## config.mk

```make
export PLATFORM = sky130hd
export DESIGN_NAME = oled_setting_command_decoder
export DESIGN_NICKNAME = d
export VERILOG_FILES = /design/src/rtl/oled_setting_pkg.sv /design/src/rtl/sync_two_stage.sv /design/src/rtl/oled_setting_command_decoder.sv
export VERILOG_INCLUDE_DIRS = /design/src /design/src/rtl
export SDC_FILE = /design/constraint.sdc
export NUM_CORES = 1
export LEC_CHECK = 0
export BUFFER_PORTS_ARGS = -buffer_cell sky130_fd_sc_hd__buf_2
export CAP_MARGIN = 10
export CORE_AREA = 2 2 190 174
export DETAILED_ROUTE_END_ITERATION = 7
export DIE_AREA = 0 0 192 176
export GPL_ROUTABILITY_DRIVEN = 1
export PLACE_DENSITY = 0.75
export SETUP_SLACK_MARGIN = 0.02
export SLEW_MARGIN = 0
export SYNTH_ARGS = -nofsm -noshare
export SYNTH_HDL_FRONTEND = slang
export SYNTH_HIERARCHICAL = 1
export SYNTH_SLANG_ARGS = --single-unit
```

## constraint.sdc

```tcl
create_clock -name aclk -period 5.5 [get_ports aclk]
set_input_delay 0.825 -clock aclk [delete_from_list [all_inputs] [get_ports aclk]]
set_output_delay 0.825 -clock aclk [all_outputs]
set_load 0.02 [all_outputs]
```

## src/rtl/oled_setting_map.svh

```systemverilog
`ifndef OLED_SETTING_MAP_SVH
`define OLED_SETTING_MAP_SVH

// ----------------------------------------
// Register byte offsets
// ----------------------------------------
`define OFS_BYTE_IN 8'h00
`define OFS_STATUS 8'h04
`define OFS_CLOCK 8'h08
`define OFS_ENHANCE 8'h0c
`define OFS_PINS 8'h10
`define OFS_PRECHARGE 8'h14
`define OFS_CONTRAST 8'h18
`define GRAY_PAGE 2'h1
`define DC_BIT 8
`define STATUS_REJECT_BIT 2

// ----------------------------------------
// Command codes
// ----------------------------------------
`define CMD_GRAY_ENABLE 8'h00
`define CMD_CLOCK 8'hb3
`define CMD_ENH_A 8'hb4
`define CMD_PINS 8'hb5
`define CMD_PRECH2 8'hb6
`define CMD_GRAY_LOAD 8'hb8
`define CMD_GRAY_LINEAR 8'hb9
`define CMD_PRECH_V 8'hbb
`define CMD_DESELECT 8'hbe
`define CMD_CONTRAST 8'hc1
`define CMD_MASTER 8'hc7
`define CMD_MUX 8'hca
`define CMD_ENH_B 8'hd1
`define CMD_LOCK 8'hfd

// ----------------------------------------
// Reset values and limits
// ----------------------------------------
`define RST_DIVIDE 4'h0
`define RST_OSC 4'h5
`define RST_SEGLV 2'h2
`define RST_ENHA 5'h16
`define RST_PINMODE 2'h2
`define RST_PRECH2 4'h8
`define RST_PRECHV 5'h17
`define RST_DESEL 3'h4
`define RST_CONTRAST 8'h7f
`define RST_MASTER 4'hf
`define RST_MUX 7'h7f
`define RST_ENHB 2'h2
`define LOCK_BIT 2
`define DIVIDE_MAX 4'ha
`define MUX_MIN 7'h0f
`define SEGLV_EXT 2'h0
`define SEGLV_INT 2'h2
`define GRAY_MAX 8'hb4
`define GRAY_LAST 4'hf
`define COUNT_NONE 4'h0
`define COUNT_ONE 4'h1
`define COUNT_TWO 4'h2
`define COUNT_GRAY 4'hf

`endif

```

## src/rtl/oled_setting_pkg.sv

```systemverilog
package oled_setting_pkg;

	typedef enum logic [2:0] {
		ST_IDLE = 3'b001,
		ST_PARAM = 3'b010,
		ST_SKIP = 3'b100
	} decode_state_t;

endpackage : oled_setting_pkg

```

## src/rtl/sync_two_stage.sv

```systemverilog
`timescale 1ns/1ps
`default_nettype none

module sync_two_stage #(
	parameter int WIDTH = 1
) (
	input wire logic aclk,
	input wire logic aresetn,
	input wire logic [WIDTH-1:0] async_level,
	output logic [WIDTH-1:0] sync_level
);

	logic [WIDTH-1:0] first_r;
	logic [WIDTH-1:0] second_r;

	always_ff @(posedge aclk) begin
		if (!aresetn) begin
			first_r <= '0;
			second_r <= '0;
		end else begin
			first_r <= async_level;
			second_r <= first_r;
		end
	end

	assign sync_level = second_r;

endmodule : sync_two_stage

`default_nettype wire

```

## src/rtl/oled_setting_command_decoder.sv

```systemverilog
`timescale 1ns/1ps
`default_nettype none
`include "oled_setting_map.svh"

// Functional notes
// - Low nibble sets power-of-two clock divide
// - High nibble sets oscillator frequency level
// - Enhancement A selects low voltage, quality
// - Two pins configured by 2-bit modes
// - Second pre-charge period code, reset 8
// - Gray load takes next 15 bytes
// - Enable command activates last loaded table
// - Linear table: steps of 8, 112 top
// - Pre-charge voltage code, 5 bits, 17h
// - Deselect voltage code, 3 bits, 04h
// - Contrast current full byte, reset 7Fh
// - Master contrast scales currents, reset 1111b
// - Multiplex ratio is parameter plus one
// - Enhancement B: mode bits, fixed 20h
// - Lock rejects every command except lock
module oled_setting_command_decoder (
	input wire logic aclk,
	input wire logic aresetn,
	input wire logic [7:0] s_axi_awaddr,
	input wire logic s_axi_awvalid,
	output logic s_axi_awready,
	input wire logic [31:0] s_axi_wdata,
	input wire logic [3:0] s_axi_wstrb,
	input wire logic s_axi_wvalid,
	output logic s_axi_wready,
	output logic [1:0] s_axi_bresp,
	output logic s_axi_bvalid,
	input wire logic s_axi_bready,
	input wire logic [7:0] s_axi_araddr,
	input wire logic s_axi_arvalid,
	output logic s_axi_arready,
	output logic [31:0] s_axi_rdata,
	output logic [1:0] s_axi_rresp,
	output logic s_axi_rvalid,
	input wire logic s_axi_rready,
	output logic [3:0] clock_divide_setting,
	output logic [3:0] oscillator_level,
	output logic [1:0] segment_low_voltage,
	output logic [4:0] low_gray_quality,
	output logic [1:0] enhance_b_mode,
	output logic [3:0] second_precharge,
	output logic [4:0] precharge_level,
	output logic [2:0] common_deselect_level,
	output logic [7:0] segment_drive_current,
	output logic [3:0] master_current,
	output logic [7:0] mux_ratio,
	output logic commands_locked,
	input wire logic [3:0] gray_level_select,
	output logic [7:0] gray_level_width,
	output logic general_pin_zero_drive,
	output logic general_pin_zero_enable,
	input wire logic general_pin_zero_level,
	output logic general_pin_one_drive,
	output logic general_pin_one_enable,
	input wire logic general_pin_one_level
);

	// ----------------------------------------
	// Helpers
	// ----------------------------------------
	function automatic logic [3:0] param_count(input logic [7:0] cmd);
		case (cmd)
			`CMD_CLOCK, `CMD_PINS, `CMD_PRECH2, `CMD_PRECH_V, `CMD_DESELECT,
			`CMD_CONTRAST, `CMD_MASTER, `CMD_MUX, `CMD_LOCK: param_count = `COUNT_ONE;
			`CMD_ENH_A, `CMD_ENH_B: param_count = `COUNT_TWO;
			`CMD_GRAY_LOAD: param_count = `COUNT_GRAY;
			default: param_count = `COUNT_NONE;
		endcase
	endfunction : param_count

	function automatic logic [7:0] linear_width(input logic [3:0] level);
		if (level < 4'h2) begin
			linear_width = 8'h00;
		end else begin
			linear_width = {1'b0, level - 4'h1, 3'b000};
		end
	endfunction : linear_width

	// ----------------------------------------
	// AXI4-Lite write channel
	// ----------------------------------------
	logic aw_hold_r, aw_hold_nxt;
	logic w_hold_r, w_hold_nxt;
	logic [7:0] awaddr_r, awaddr_nxt;
	logic [31:0] wdata_r, wdata_nxt;
	logic [3:0] wstrb_r, wstrb_nxt;
	logic bvalid_r, bvalid_nxt;
	logic [1:0] bresp_r, bresp_nxt;
	logic wr_fire;
	logic wr_mapped;

	assign s_axi_awready = !aw_hold_r && !bvalid_r;
	assign s_axi_wready = !w_hold_r && !bvalid_r;
	assign s_axi_bvalid = bvalid_r;
	assign s_axi_bresp = bresp_r;
	assign wr_fire = aw_hold_r && w_hold_r;
	assign wr_mapped = (awaddr_r[7:2] <= `OFS_CONTRAST >> 2) || (awaddr_r[7:6] == `GRAY_PAGE);

	always_comb begin
		aw_hold_nxt = aw_hold_r;
		w_hold_nxt = w_hold_r;
		awaddr_nxt = awaddr_r;
		wdata_nxt = wdata_r;
		wstrb_nxt = wstrb_r;
		bvalid_nxt = bvalid_r;
		bresp_nxt = bresp_r;
		if (s_axi_awvalid && s_axi_awready) begin
			aw_hold_nxt = 1'b1;
			awaddr_nxt = s_axi_awaddr;
		end
		if (s_axi_wvalid && s_axi_wready) begin
			w_hold_nxt = 1'b1;
			wdata_nxt = s_axi_wdata;
			wstrb_nxt = s_axi_wstrb;
		end
		if (wr_fire) begin
			aw_hold_nxt = 1'b0;
			w_hold_nxt = 1'b0;
			bvalid_nxt = 1'b1;
			bresp_nxt = wr_mapped ? 2'h0 : 2'h2;
		end else if (bvalid_r && s_axi_bready) begin
			bvalid_nxt = 1'b0;
		end
	end

	always_ff @(posedge aclk) begin
		if (!aresetn) begin
			aw_hold_r <= 1'b0;
			w_hold_r <= 1'b0;
			awaddr_r <= 8'h00;
			wdata_r <= 32'h00000000;
			wstrb_r <= 4'h0;
			bvalid_r <= 1'b0;
			bresp_r <= 2'h0;
		end else begin
			aw_hold_r <= aw_hold_nxt;
			w_hold_r <= w_hold_nxt;
			awaddr_r <= awaddr_nxt;
			wdata_r <= wdata_nxt;
			wstrb_r <= wstrb_nxt;
			bvalid_r <= bvalid_nxt;
			bresp_r <= bresp_nxt;
		end
	end

	logic byte_valid;
	logic byte_is_param;
	logic [7:0] byte_val;
	logic reject_clear;

	assign byte_valid = wr_fire && (awaddr_r == `OFS_BYTE_IN) && wstrb_r[0];
	assign byte_is_param = wdata_r[`DC_BIT];
	assign byte_val = wdata_r[7:0];
	assign reject_clear = wr_fire && (awaddr_r == `OFS_STATUS) && wstrb_r[0]
		&& wdata_r[`STATUS_REJECT_BIT];

	// ----------------------------------------
	// Command decoder and setting store
	// ----------------------------------------
	oled_setting_pkg::decode_state_t state_r, state_nxt;
	logic [7:0] cmd_r, cmd_nxt;
	logic [3:0] idx_r, idx_nxt;
	logic [3:0] divide_r, divide_nxt;
	logic [3:0] osc_r, osc_nxt;
	logic [1:0] seglv_r, seglv_nxt;
	logic [4:0] enha_r, enha_nxt;
	logic [1:0] enhb_r, enhb_nxt;
	logic [3:0] pinmode_r, pinmode_nxt;
	logic [3:0] prech2_r, prech2_nxt;
	logic [4:0] prechv_r, prechv_nxt;
	logic [2:0] desel_r, desel_nxt;
	logic [7:0] contrast_r, contrast_nxt;
	logic [3:0] master_r, master_nxt;
	logic [6:0] mux_r, mux_nxt;
	logic locked_r, locked_nxt;
	logic prog_active_r, prog_active_nxt;
	logic reject_r, reject_nxt;
	logic [7:0] stage_r [15:1];
	logic [7:0] stage_nxt [15:1];
	logic [7:0] active_r [15:1];
	logic [7:0] active_nxt [15:1];
	logic [3:0] idx_inc;
	logic [3:0] gray_level;

	assign idx_inc = idx_r + 4'h1;
	assign gray_level = idx_inc;

	always_comb begin
		state_nxt = state_r;
		cmd_nxt = cmd_r;
		idx_nxt = idx_r;
		divide_nxt = divide_r;
		osc_nxt = osc_r;
		seglv_nxt = seglv_r;
		enha_nxt = enha_r;
		enhb_nxt = enhb_r;
		pinmode_nxt = pinmode_r;
		prech2_nxt = prech2_r;
		prechv_nxt = prechv_r;
		desel_nxt = desel_r;
		contrast_nxt = contrast_r;
		master_nxt = master_r;
		mux_nxt = mux_r;
		locked_nxt = locked_r;
		prog_active_nxt = prog_active_r;
		reject_nxt = reject_r && !reject_clear;
		stage_nxt = stage_r;
		active_nxt = active_r;
		if (byte_valid && !byte_is_param) begin
			cmd_nxt = byte_val;
			idx_nxt = 4'h0;
			if (locked_r && byte_val != `CMD_LOCK) begin
				state_nxt = oled_setting_pkg::ST_SKIP;
				reject_nxt = 1'b1;
			end else if (param_count(byte_val) != `COUNT_NONE) begin
				state_nxt = oled_setting_pkg::ST_PARAM;
			end else if (byte_val == `CMD_GRAY_ENABLE) begin
				state_nxt = oled_setting_pkg::ST_IDLE;
				active_nxt = stage_r;
				prog_active_nxt = 1'b1;
			end else if (byte_val == `CMD_GRAY_LINEAR) begin
				state_nxt = oled_setting_pkg::ST_IDLE;
				for (int i = 1; i < 16; i++) begin
					active_nxt[i] = linear_width(4'(i));
				end
				prog_active_nxt = 1'b0;
			end else begin
				state_nxt = oled_setting_pkg::ST_SKIP;
			end
		end else if (byte_valid && state_r == oled_setting_pkg::ST_PARAM) begin
			idx_nxt = idx_inc;
			if (idx_inc == param_count(cmd_r)) begin
				state_nxt = oled_setting_pkg::ST_IDLE;
			end
			case (cmd_r)
				`CMD_CLOCK: begin
					if (byte_val[3:0] <= `DIVIDE_MAX) begin
						divide_nxt = byte_val[3:0];
					end
					osc_nxt = byte_val[7:4];
				end
				`CMD_ENH_A: begin
					if (idx_r == 4'h0) begin
						if (byte_val[1:0] == `SEGLV_EXT || byte_val[1:0] == `SEGLV_INT) begin
							seglv_nxt = byte_val[1:0];
						end
					end else begin
						enha_nxt = byte_val[7:3];
					end
				end
				`CMD_PINS: pinmode_nxt = byte_val[3:0];
				`CMD_PRECH2: prech2_nxt = byte_val[3:0];
				`CMD_GRAY_LOAD: begin
					if (byte_val <= `GRAY_MAX) begin
						stage_nxt[gray_level] = byte_val;
					end
				end
				`CMD_PRECH_V: prechv_nxt = byte_val[4:0];
				`CMD_DESELECT: desel_nxt = byte_val[2:0];
				`CMD_CONTRAST: contrast_nxt = byte_val;
				`CMD_MASTER: master_nxt = byte_val[3:0];
				`CMD_MUX: begin
					if (byte_val[6:0] >= `MUX_MIN) begin
						mux_nxt = byte_val[6:0];
					end
				end
				`CMD_ENH_B: begin
					if (idx_r == 4'h0) begin
						enhb_nxt = byte_val[5:4];
					end
				end
				`CMD_LOCK: locked_nxt = byte_val[`LOCK_BIT];
				default: state_nxt = oled_setting_pkg::ST_SKIP;
			endcase
		end
	end

	always_ff @(posedge aclk) begin
		if (!aresetn) begin
			state_r <= oled_setting_pkg::ST_IDLE;
			cmd_r <= 8'h00;
			idx_r <= 4'h0;
			divide_r <= `RST_DIVIDE;
			osc_r <= `RST_OSC;
			seglv_r <= `RST_SEGLV;
			enha_r <= `RST_ENHA;
			enhb_r <= `RST_ENHB;
			pinmode_r <= {`RST_PINMODE, `RST_PINMODE};
			prech2_r <= `RST_PRECH2;
			prechv_r <= `RST_PRECHV;
			desel_r <= `RST_DESEL;
			contrast_r <= `RST_CONTRAST;
			master_r <= `RST_MASTER;
			mux_r <= `RST_MUX;
			locked_r <= 1'b0;
			prog_active_r <= 1'b0;
			reject_r <= 1'b0;
			for (int i = 1; i < 16; i++) begin
				stage_r[i] <= linear_width(4'(i));
				active_r[i] <= linear_width(4'(i));
			end
		end else begin
			state_r <= state_nxt;
			cmd_r <= cmd_nxt;
			idx_r <= idx_nxt;
			divide_r <= divide_nxt;
			osc_r <= osc_nxt;
			seglv_r <= seglv_nxt;
			enha_r <= enha_nxt;
			enhb_r <= enhb_nxt;
			pinmode_r <= pinmode_nxt;
			prech2_r <= prech2_nxt;
			prechv_r <= prechv_nxt;
			desel_r <= desel_nxt;
			contrast_r <= contrast_nxt;
			master_r <= master_nxt;
			mux_r <= mux_nxt;
			locked_r <= locked_nxt;
			prog_active_r <= prog_active_nxt;
			reject_r <= reject_nxt;
			stage_r <= stage_nxt;
			active_r <= active_nxt;
		end
	end

	// ----------------------------------------
	// Pins and setting outputs
	// ----------------------------------------
	logic [1:0] pin_level_sync;

	sync_two_stage #(.WIDTH(2)) pin_sync (
		.aclk(aclk),
		.aresetn(aresetn),
		.async_level({general_pin_one_level, general_pin_zero_level}),
		.sync_level(pin_level_sync)
	);

	assign general_pin_zero_enable = pinmode_r[1];
	assign general_pin_zero_drive = pinmode_r[1] && pinmode_r[0];
	assign general_pin_one_enable = pinmode_r[3];
	assign general_pin_one_drive = pinmode_r[3] && pinmode_r[2];
	assign clock_divide_setting = divide_r;
	assign oscillator_level = osc_r;
	assign segment_low_voltage = seglv_r;
	assign low_gray_quality = enha_r;
	assign enhance_b_mode = enhb_r;
	assign second_precharge = prech2_r;
	assign precharge_level = prechv_r;
	assign common_deselect_level = desel_r;
	assign segment_drive_current = contrast_r;
	assign master_current = master_r;
	assign mux_ratio = {1'b0, mux_r} + 8'h01;
	assign commands_locked = locked_r;

	logic [7:0] gray_width_r, gray_width_nxt;
	logic [1:0] pin_seen;

	// Input level only visible in input-enabled mode
	assign pin_seen[0] = (pinmode_r[1:0] == 2'h1) && pin_level_sync[0];
	assign pin_seen[1] = (pinmode_r[3:2] == 2'h1) && pin_level_sync[1];

	always_comb begin
		gray_width_nxt = (gray_level_select == 4'h0) ? 8'h00 : active_r[gray_level_select];
	end

	// ----------------------------------------
	// AXI4-Lite read channel
	// ----------------------------------------
	logic rvalid_r, rvalid_nxt;
	logic [31:0] rdata_r, rdata_nxt;
	logic [1:0] rresp_r, rresp_nxt;
	logic [31:0] rd_word;
	logic rd_ok;

	assign s_axi_arready = !rvalid_r;
	assign s_axi_rvalid = rvalid_r;
	assign s_axi_rdata = rdata_r;
	assign s_axi_rresp = rresp_r;
	assign gray_level_width = gray_width_r;

	always_comb begin
		rd_word = 32'h00000000;
		rd_ok = 1'b1;
		if (s_axi_araddr[7:6] == `GRAY_PAGE) begin
			if (s_axi_araddr[5:2] != 4'h0) begin
				rd_word[7:0] = active_r[s_axi_araddr[5:2]];
			end
		end else begin
			case (s_axi_araddr)
				`OFS_BYTE_IN: rd_word[7:0] = cmd_r;
				`OFS_STATUS: rd_word = {20'h00000, idx_r, 4'h0, state_r == oled_setting_pkg::ST_PARAM,
					reject_r, prog_active_r, locked_r};
				`OFS_CLOCK: rd_word[7:0] = {osc_r, divide_r};
				`OFS_ENHANCE: rd_word = {18'h00000, enhb_r, 3'h0, enha_r, 2'h0, seglv_r};
				`OFS_PINS: rd_word[5:0] = {pin_seen, pinmode_r};
				`OFS_PRECHARGE: rd_word = {13'h0000, desel_r, 3'h0, prechv_r, 4'h0, prech2_r};
				`OFS_CONTRAST: rd_word = {9'h000, mux_r, 4'h0, master_r, contrast_r};
				default: rd_ok = 1'b0;
			endcase
		end
		rvalid_nxt = rvalid_r;
		rdata_nxt = rdata_r;
		rresp_nxt = rresp_r;
		if (s_axi_arvalid && s_axi_arready) begin
			rvalid_nxt = 1'b1;
			rdata_nxt = rd_word;
			rresp_nxt = rd_ok ? 2'h0 : 2'h2;
		end else if (rvalid_r && s_axi_rready) begin
			rvalid_nxt = 1'b0;
		end
	end

	always_ff @(posedge aclk) begin
		if (!aresetn) begin
			rvalid_r <= 1'b0;
			rdata_r <= 32'h00000000;
			rresp_r <= 2'h0;
			gray_width_r <= 8'h00;
		end else begin
			rvalid_r <= rvalid_nxt;
			rdata_r <= rdata_nxt;
			rresp_r <= rresp_nxt;
			gray_width_r <= gray_width_nxt;
		end
	end

endmodule : oled_setting_command_decoder

`default_nettype wire

```

==> impl_results.md, run 1 <==
* Total core area at 0.0317 mm2
* Kind of end point of the critical path: register
* Area added between synthesis and finish at 12.7%
* Insertion delay to the later sink of the worst-skew pair at 0.53 ns
* Num CTS Buffers at 40
* Post-Place Cell Area at 0.0174 mm2
* Proportion of register bits with asynchronous set or reset after synthesis at 0%
* Pin count of the biggest net entering global routing at 143
* Synth Warn # at 6
* # setup viols final at 0
* Largest area contributor in the netlist: dfxtp_1
* I/O pin count at 168
* Hold/Removal Path Class: register to register
* Post-synth top flop: dfxtp_1
* Number of cells on the worst reg-to-reg path at 9
* Cells after Synth at 1785
* Half-perimeter wire length after placement at 30.0 mm
* Max cap viols at 0
* Total setup buffers inserted after CTS at 0
* Worst hold path startpoint: pin_sync/first_r[1]$_SDFF_PN0_
* Maximum fanout along the worst path at 67
* Flip-flop and latch count after synthesis at 367
* Number of enable-type register cells in the synthesized netlist at 0
* Post-cts repair resize count at 0
* Die Area at 0.0338 mm2
* Routed length per placed instance at 20.9 um
* Minimum clock period at 3.49 ns
* Result of the run: completed
* Final-report max-slew violation count at 0
* Initial Util at 52.7%
* Sequential-to-total area share from yosys stat at 44.1%
* Number of antenna violations at the first check in global routing at 0
* Detailed Route Iter0 Violations at 1705
* Worst Setup Path Type: register to register
* Post-cts hold buffer count at 0
* Maximum clock skew at final layout at 0.0168 ns
* Post-Route Utilization at 59.3%
* Most used standard cells in the synthesized netlist: dfxtp_1 (367), nand2_1 (239), nor2_1 (175)
* Final non-filler cell total at 2265
* Avg Inst Size Synth at 9.34 um2
* Global-route usage over all layers at 28.1%
* Number of distinct library cell variants in the gate-level netlist after synthesis at 73
* Origin of the critical flop-to-flop path: wdata_r[7]$_SDFFE_PN0P_
* Final weighted congestion in routability-driven placement at 0.933
* Critical path data arrival time at 3.94 ns
* Number of design rule violations left after detail routing at 0
* Fmax at 0.287 GHz
* Final period utilization at 63.4%
* Share of cells above drive strength 1 at 17.7%
* Internal reg-to-reg setup slack at 2.01 ns
* Net count, final at 1891
* Die Span X at 192 um
* Deepest clock path buffer count at 3
* Global-route wire length before repair at 74.5 mm
* Number of instances in the placed design at 2194
* Worst Slack Setup Final at 2.01 ns
* Non-Filler Cell Area, Final at 0.0188 mm2
* Leakage Power at 7.71 nW
* Clock sink count at 367
* Vias in the first global route at 13058
* Clock transition time at the flip-flop clock pins of the worst setup and hold paths at 0.06 ns
* Setup TNS at 0 ns
* Final Hold Fails at 0
* CTS Root Cell: clkbuf_16
* Antenna diodes at 0
* Number of routed nets with antenna violations at 0
* Setup repair after global routing missed its margin: no
* Count of standard-cell rows at 62
* Total wirelength of the detailed-routed design at 47.4 mm
* Leading cell types by total area after synthesis: dfxtp_1 (44%), mux2i_1 (10%), mux4_2 (8.8%), nand2_1 (5.4%), a21oi_1 (4.2%)
* Total vias in the final route at 13883
* Hold Path Sink: pin_sync/sync_level[1]$_SDFF_PN0_
* Worst vdd rail ir drop at 0.217 mV
* Total standard cell area after synthesis at 0.0167 mm2
* Pre-CTS setup slack at 2.02 ns
* Startpoint kind of the worst setup timing path: register
* Die H at 176 um
* Most common cell in the netlist: dfxtp_1
* Via count normalized by instance count at 6.13
* Yosys top cell area share at 44.1%
* # fillers at 2667
* Number of cells on the worst hold path at 1
* First-pass iteration count of the detailed router at 5
* Total of buffers placed on input and output ports at 128
* Worst-margin pin slew at 1.26 ns
* Worst slew margin at 15.8%
* End of the worst register-to-register path: active_r[15]$_SDFFE_PN0P_
* GRT Residual Overflow at 0
* Level count of the clock H-tree at 2
* Required time at the endpoint of the critical path at 5.95 ns
* Clock tree from TritonCTS: done
* Pwr Density at 317 mW/mm2
## per-layer routing
metal	GRT usage [%]	share of wire (%)	vias to the layer above
met1	40.1	43	6758
met5	0	0	-
met2	42.3	44	651
met4	9.00	3.2	0
met3	6.42	10	117
li1	-	-	6357
## where the power goes
| group | switching (mW) | internal [mW] |
|---|---|---|
| sequential | 0.0388 | 2.68 |
| clock | 1.07 | 1.78 |
| combinational | 0.273 | 0.106 |
| total | 1.38 | 4.57 |
## layout make-up
type	count	area, um2	area share (%)
multi-input combinational	1250	8610	45.9
sequential	367	7350	39.1
clock buffer	60	1200	6.38
timing repair buffer	150	846	4.50
tap	416	520	2.77
clock inverter	11	208	1.11
inverter	11	46.3	0.247
## kinds of logic (layout without fill, tap and decap cells)
logic type      count (synthesis)  count (layout)  synth area share (%)
compound gates                287             287                  10.3
xor+xnor                       10              10                 0.526
fa+ha+maj                       6               6                 0.450
buf+inv                       180             232                  4.56
flops                         367             367                  44.1
mux                           250             250                  20.0
other cells                     1              13                0.0225
simple gates                  684             684                  20.0
## stage by stage
step	total power [mW]	hold slack [ns]
2_1_floorplan	3.02	0.412
3_3_place_gp	3.14	0.423
3_5_place_dp	3.15	0.427
4_1_cts	5.96	0.439
5_1_grt	6.10	0.456
6_report	5.95	0.441
## worst max-delay path, stage by stage, from the launching register on
cell and delay (ns):
dfxtp_1 0.92, buf_4 0.32, nor3_1 0.07, nand3_1 0.14, buf_4 0.35, o41a_1 0.28, or2_2 0.62, buf_12 0.36
nand2_1 0.13, a21oi_1 0.15
## worst max path at each step
stage / slack (ns) / cells after the start / end / startpoint
CTS: 2.08 / 9 / active_r[15]$_SDFFE_PN0P_ / wdata_r[7]$_SDFFE_PN0P_
finish: 2.01 / 9 / active_r[15]$_SDFFE_PN0P_ / wdata_r[7]$_SDFFE_PN0P_
global placement: 2.08 / 6 / s_axi_rdata[2]$_SDFFE_PN0P_ / s_axi_araddr[2]
global route: 1.83 / 9 / active_r[15]$_SDFFE_PN0P_ / wdata_r[7]$_SDFFE_PN0P_
floorplan: 2.55 / 5 / gray_level_width[0]$_SDFF_PP0_ / gray_level_select[0]
detailed placement: 2.02 / 6 / s_axi_rdata[2]$_SDFFE_PN0P_ / s_axi_araddr[2]
## layout by cell type (no fill, tap or decap), types with 5 or more instances in the layout
cell and instances:
dfxtp_1 367, a22oi_1 10, and2_1 19, nand2b_1 12
mux2_2 17, clkbuf_16 41, a21oi_1 139, nand3_4 10
nor2_1 174, clkbuf_1 9, a32oi_1 5, buf_2 127
mux4_2 65, bufinv_16 6, nor3b_1 5, o211ai_1 15
mux2i_1 168, conb_1 13, nor3_1 35, ha_1 6
inv_1 10, nand3b_1 5, o21ai_0 55, xnor2_1 7
nand4_1 6, nand2_1 239, and3_1 10, buf_4 20
nor4_1 5, a31oi_1 8, a221oi_1 6, a22o_1 17
nand3_2 6, nor2b_1 18, nand3_1 111, clkbuf_8 10
## flip-flops by register name (all words and copies together), names as in the netlist, 5 cells and up
| name | count |
|---|---|
| cmd_r | 8 |
| s_axi_rdata | 21 |
| stage_r | 120 |
| active_r | 120 |
| segment_drive_current | 8 |
| precharge_level | 5 |
| low_gray_quality | 5 |
| mux_r | 7 |
| wdata_r | 9 |
| awaddr_r | 8 |
| gray_level_width | 8 |
Note: power is estimated with default switching activity, not from simulation.
==> run 2: changes to the inputs <==
- PLACE_DENSITY: 0.75 -> 0.78
- clock period: 5.5 -> 2.9 ns (I/O delays scaled with it)
==> run 2 against run 1 <==
- first-iteration DRC count decreased by 4.9%
- sequential share of layout area is 0.50 points lower
- core utilization rose by 0.76 points
==> impl_results.md, run 2 (same netlist as run 1, synthesis figures left out) <==
* Worst slew margin at 26.2% (+10 points)
* Maximum clock skew at final layout at 0.0286 ns (+0.0118 ns)
* Total setup buffers inserted after CTS at 0 (unchanged)
* Total wirelength of the detailed-routed design at 46.8 mm (-1.4%)
* Final weighted congestion in routability-driven placement at 0.912 (-2.3%)
* Die Area at 0.0338 mm2 (unchanged)
* Setup TNS at 0 ns (unchanged)
* Setup repair after global routing missed its margin: no
* Area used by multi-input combinational logic at 0.00861 mm2 (unchanged)
* Post-cts repair resize count at 0 (unchanged)
* # fillers at 2571 (-3.6%)
* Final-report max-slew violation count at 0 (unchanged)
* Total of buffers placed on input and output ports at 128 (unchanged)
* Level count of the clock H-tree at 2 (unchanged)
* Number of routed nets with antenna violations at 0 (unchanged)
* Portion of total power attributed to the clock network at 46.2% (-1.7 points)
* Detailed Route Iter0 Violations at 1621 (-4.9%)
* Number of antenna violations at the first check in global routing at 0 (unchanged)
* Post-cts hold buffer count at 0 (unchanged)
* Pwr Density at 578 mW/mm2 (+83%)
* Total Power at 11.0 mW (+85%)
* Num CTS Buffers at 38 (-5.0%)
* Max cap viols at 0 (unchanged)
* Critical path data arrival time at 3.02 ns (-0.92 ns)
* Clock sink count at 367 (unchanged)
* GRT Residual Overflow at 0 (unchanged)
* Via count normalized by instance count at 6.06 (-1.1%)
* Most common cell after layout, fill and taps aside: dfxtp_1
* Total core area at 0.0317 mm2 (unchanged)
* Global-route wire length before repair at 73.6 mm (-1.3%)
* Net count, final at 1923 (+1.7%)
* Hold/Removal Path Class: primary input to register
* Share of cells above drive strength 1 at 19.2% (+1.4 points)
* Pin count of the biggest net entering global routing at 93 (-35%)
* Startpoint kind of the worst setup timing path: register
* Count of standard-cell rows at 62 (unchanged)
* Antenna diodes at 0 (unchanged)
* Leakage Power at 7.86 nW (+1.9%)
* Final Hold Fails at 0 (unchanged)
* Area added between synthesis and finish at 14.1%
* Clock tree from TritonCTS: done
* Design internal power at 8.41 mW (+84%)
* Worst Setup Path Type: register to register
* First-pass iteration count of the detailed router at 6 (+1)
* Vias in the first global route at 13193 (+1.0%)
* Sequential cell area in the final layout at 0.00735 mm2 (unchanged)
* Internal reg-to-reg setup slack at 0.28 ns (-1.74 ns)
* Logic pwr share at 7.2% (+0.8 points)
* CTS Root Cell: clkbuf_16
* Worst-margin pin slew at 1.10 ns (-0.158 ns)
* Die H at 176 um (unchanged)
* Half-perimeter wire length after placement at 31.2 mm (+4.2%)
* Worst vdd rail ir drop at 0.523 mV (+140%)
* Reg power frac at 46.6% (+0.9 points)
* Initial Util at 52.7% (unchanged)
* # setup viols final at 0 (unchanged)
* Reported net switching power at 2.59 mW (+88%)
* Insertion delay to the later sink of the worst-skew pair at 0.53 ns (about the same)
* Minimum clock period at 2.62 ns (-0.864 ns)
* Deepest clock path buffer count at 3 (unchanged)
* Total vias in the final route at 13912 (+0.21%)
* Most used cells in the layout excluding fill and tap cells: dfxtp_1 (367), nand2_1 (239), nor2_1 (174), mux2i_1 (168), a21oi_1 (139)
* Fmax at 0.381 GHz (+33%)
* I/O pin count at 168 (unchanged)
* Required time at the endpoint of the critical path at 3.30 ns (-2.65 ns)
* Switch share at 23.5% (+0.33 points)
* Number of design rule violations left after detail routing at 0 (unchanged)
* Routed length per placed instance at 20.4 um (-2.6%)
* Clock transition time at the flip-flop clock pins of the worst setup and hold paths at 0.06 ns (about the same)
* Global-route usage over all layers at 27.5% (-0.64 points)
* Result of the run: completed
* Final period utilization at 90.5% (+27 points)
* Maximum fanout along the worst path at 4 (-94%)
* Kind of end point of the critical path: register
* Die Span X at 192 um (unchanged)
==> run 2: through the flow <==
| stage | hold slack, ns | utilization, % | std cells | setup slack (ns) | instance area (um2) |
|---|---|---|---|---|---|
| 2_1_floorplan | 0.412 | - | 1797 | 0.342 | 16700 |
| 3_3_place_gp | 0.442 | 56.0 | 2228 | 0.271 | 17700 |
| 3_5_place_dp | 0.434 | 56.0 | 2228 | 0.212 | 17700 |
| 4_1_cts | 0.0889 | 60.1 | 2295 | 0.323 | 19000 |
| 5_1_grt | 0.0963 | 60.1 | 2295 | 0.0507 | 19000 |
| 6_report | 0.101 | 60.1 | 2295 | 0.276 | 19000 |
==> run 2: power groups by stage <==
stage / logic [mW] / registers, mW / clock network [mW]
floorplan: 0.498 / 5.23 / 0
finish: 0.795 / 5.12 / 5.08
global placement: 0.767 / 5.23 / 0
global route: 0.838 / 5.12 / 5.34
CTS: 0.778 / 5.12 / 5.12
detailed placement: 0.777 / 5.23 / 0
==> run 2: path summary, 6_finish.rpt <==
kind	endpoint	cells past startpoint	from
worst max-delay path	state_r[0]$_SDFFE_PN1P_	6	awaddr_r[6]$_SDFFE_PN0P_
worst min-delay path	s_axi_rvalid$_SDFFE_PN0P_	2	s_axi_rready
worst min register to register	awaddr_r[7]$_SDFFE_PN0P_	2	awaddr_r[7]$_SDFFE_PN0P_
worst max register to register	state_r[0]$_SDFFE_PN1P_	6	awaddr_r[6]$_SDFFE_PN0P_
==> run 2: cell type report <==
class	instances	area share, %
Inverter	11	0.243
Clock inverter	11	0.862
Tap cell	416	2.74
Multi-Input combinational cell	1250	45.3
Clock buffer	56	5.99
Sequential cell	367	38.6
Timing Repair Buffer	184	6.25
==> run 2: metal layers <==
layer / wire [um] / vias up / GRT usage [%] / part of all wire [%]
li1: - / 6393 / - / -
met1: 20400 / 6791 / 39.1 / 44
met2: 20900 / 635 / 41.6 / 45
met3: 4040 / 93 / 5.27 / 8.6
met4: 1460 / 0 / 9.99 / 3.1
met5: 0 / - / 0 / 0
==> run 2: worst max-delay path, stage by stage, from the launching register on <==
cell and delay (ns):
dfxtp_1 0.35, or4b_2 0.67, nor4_1 0.41, nand3_1 0.21, o41ai_1 0.60, a31oi_1 0.15
o31a_1 0.13
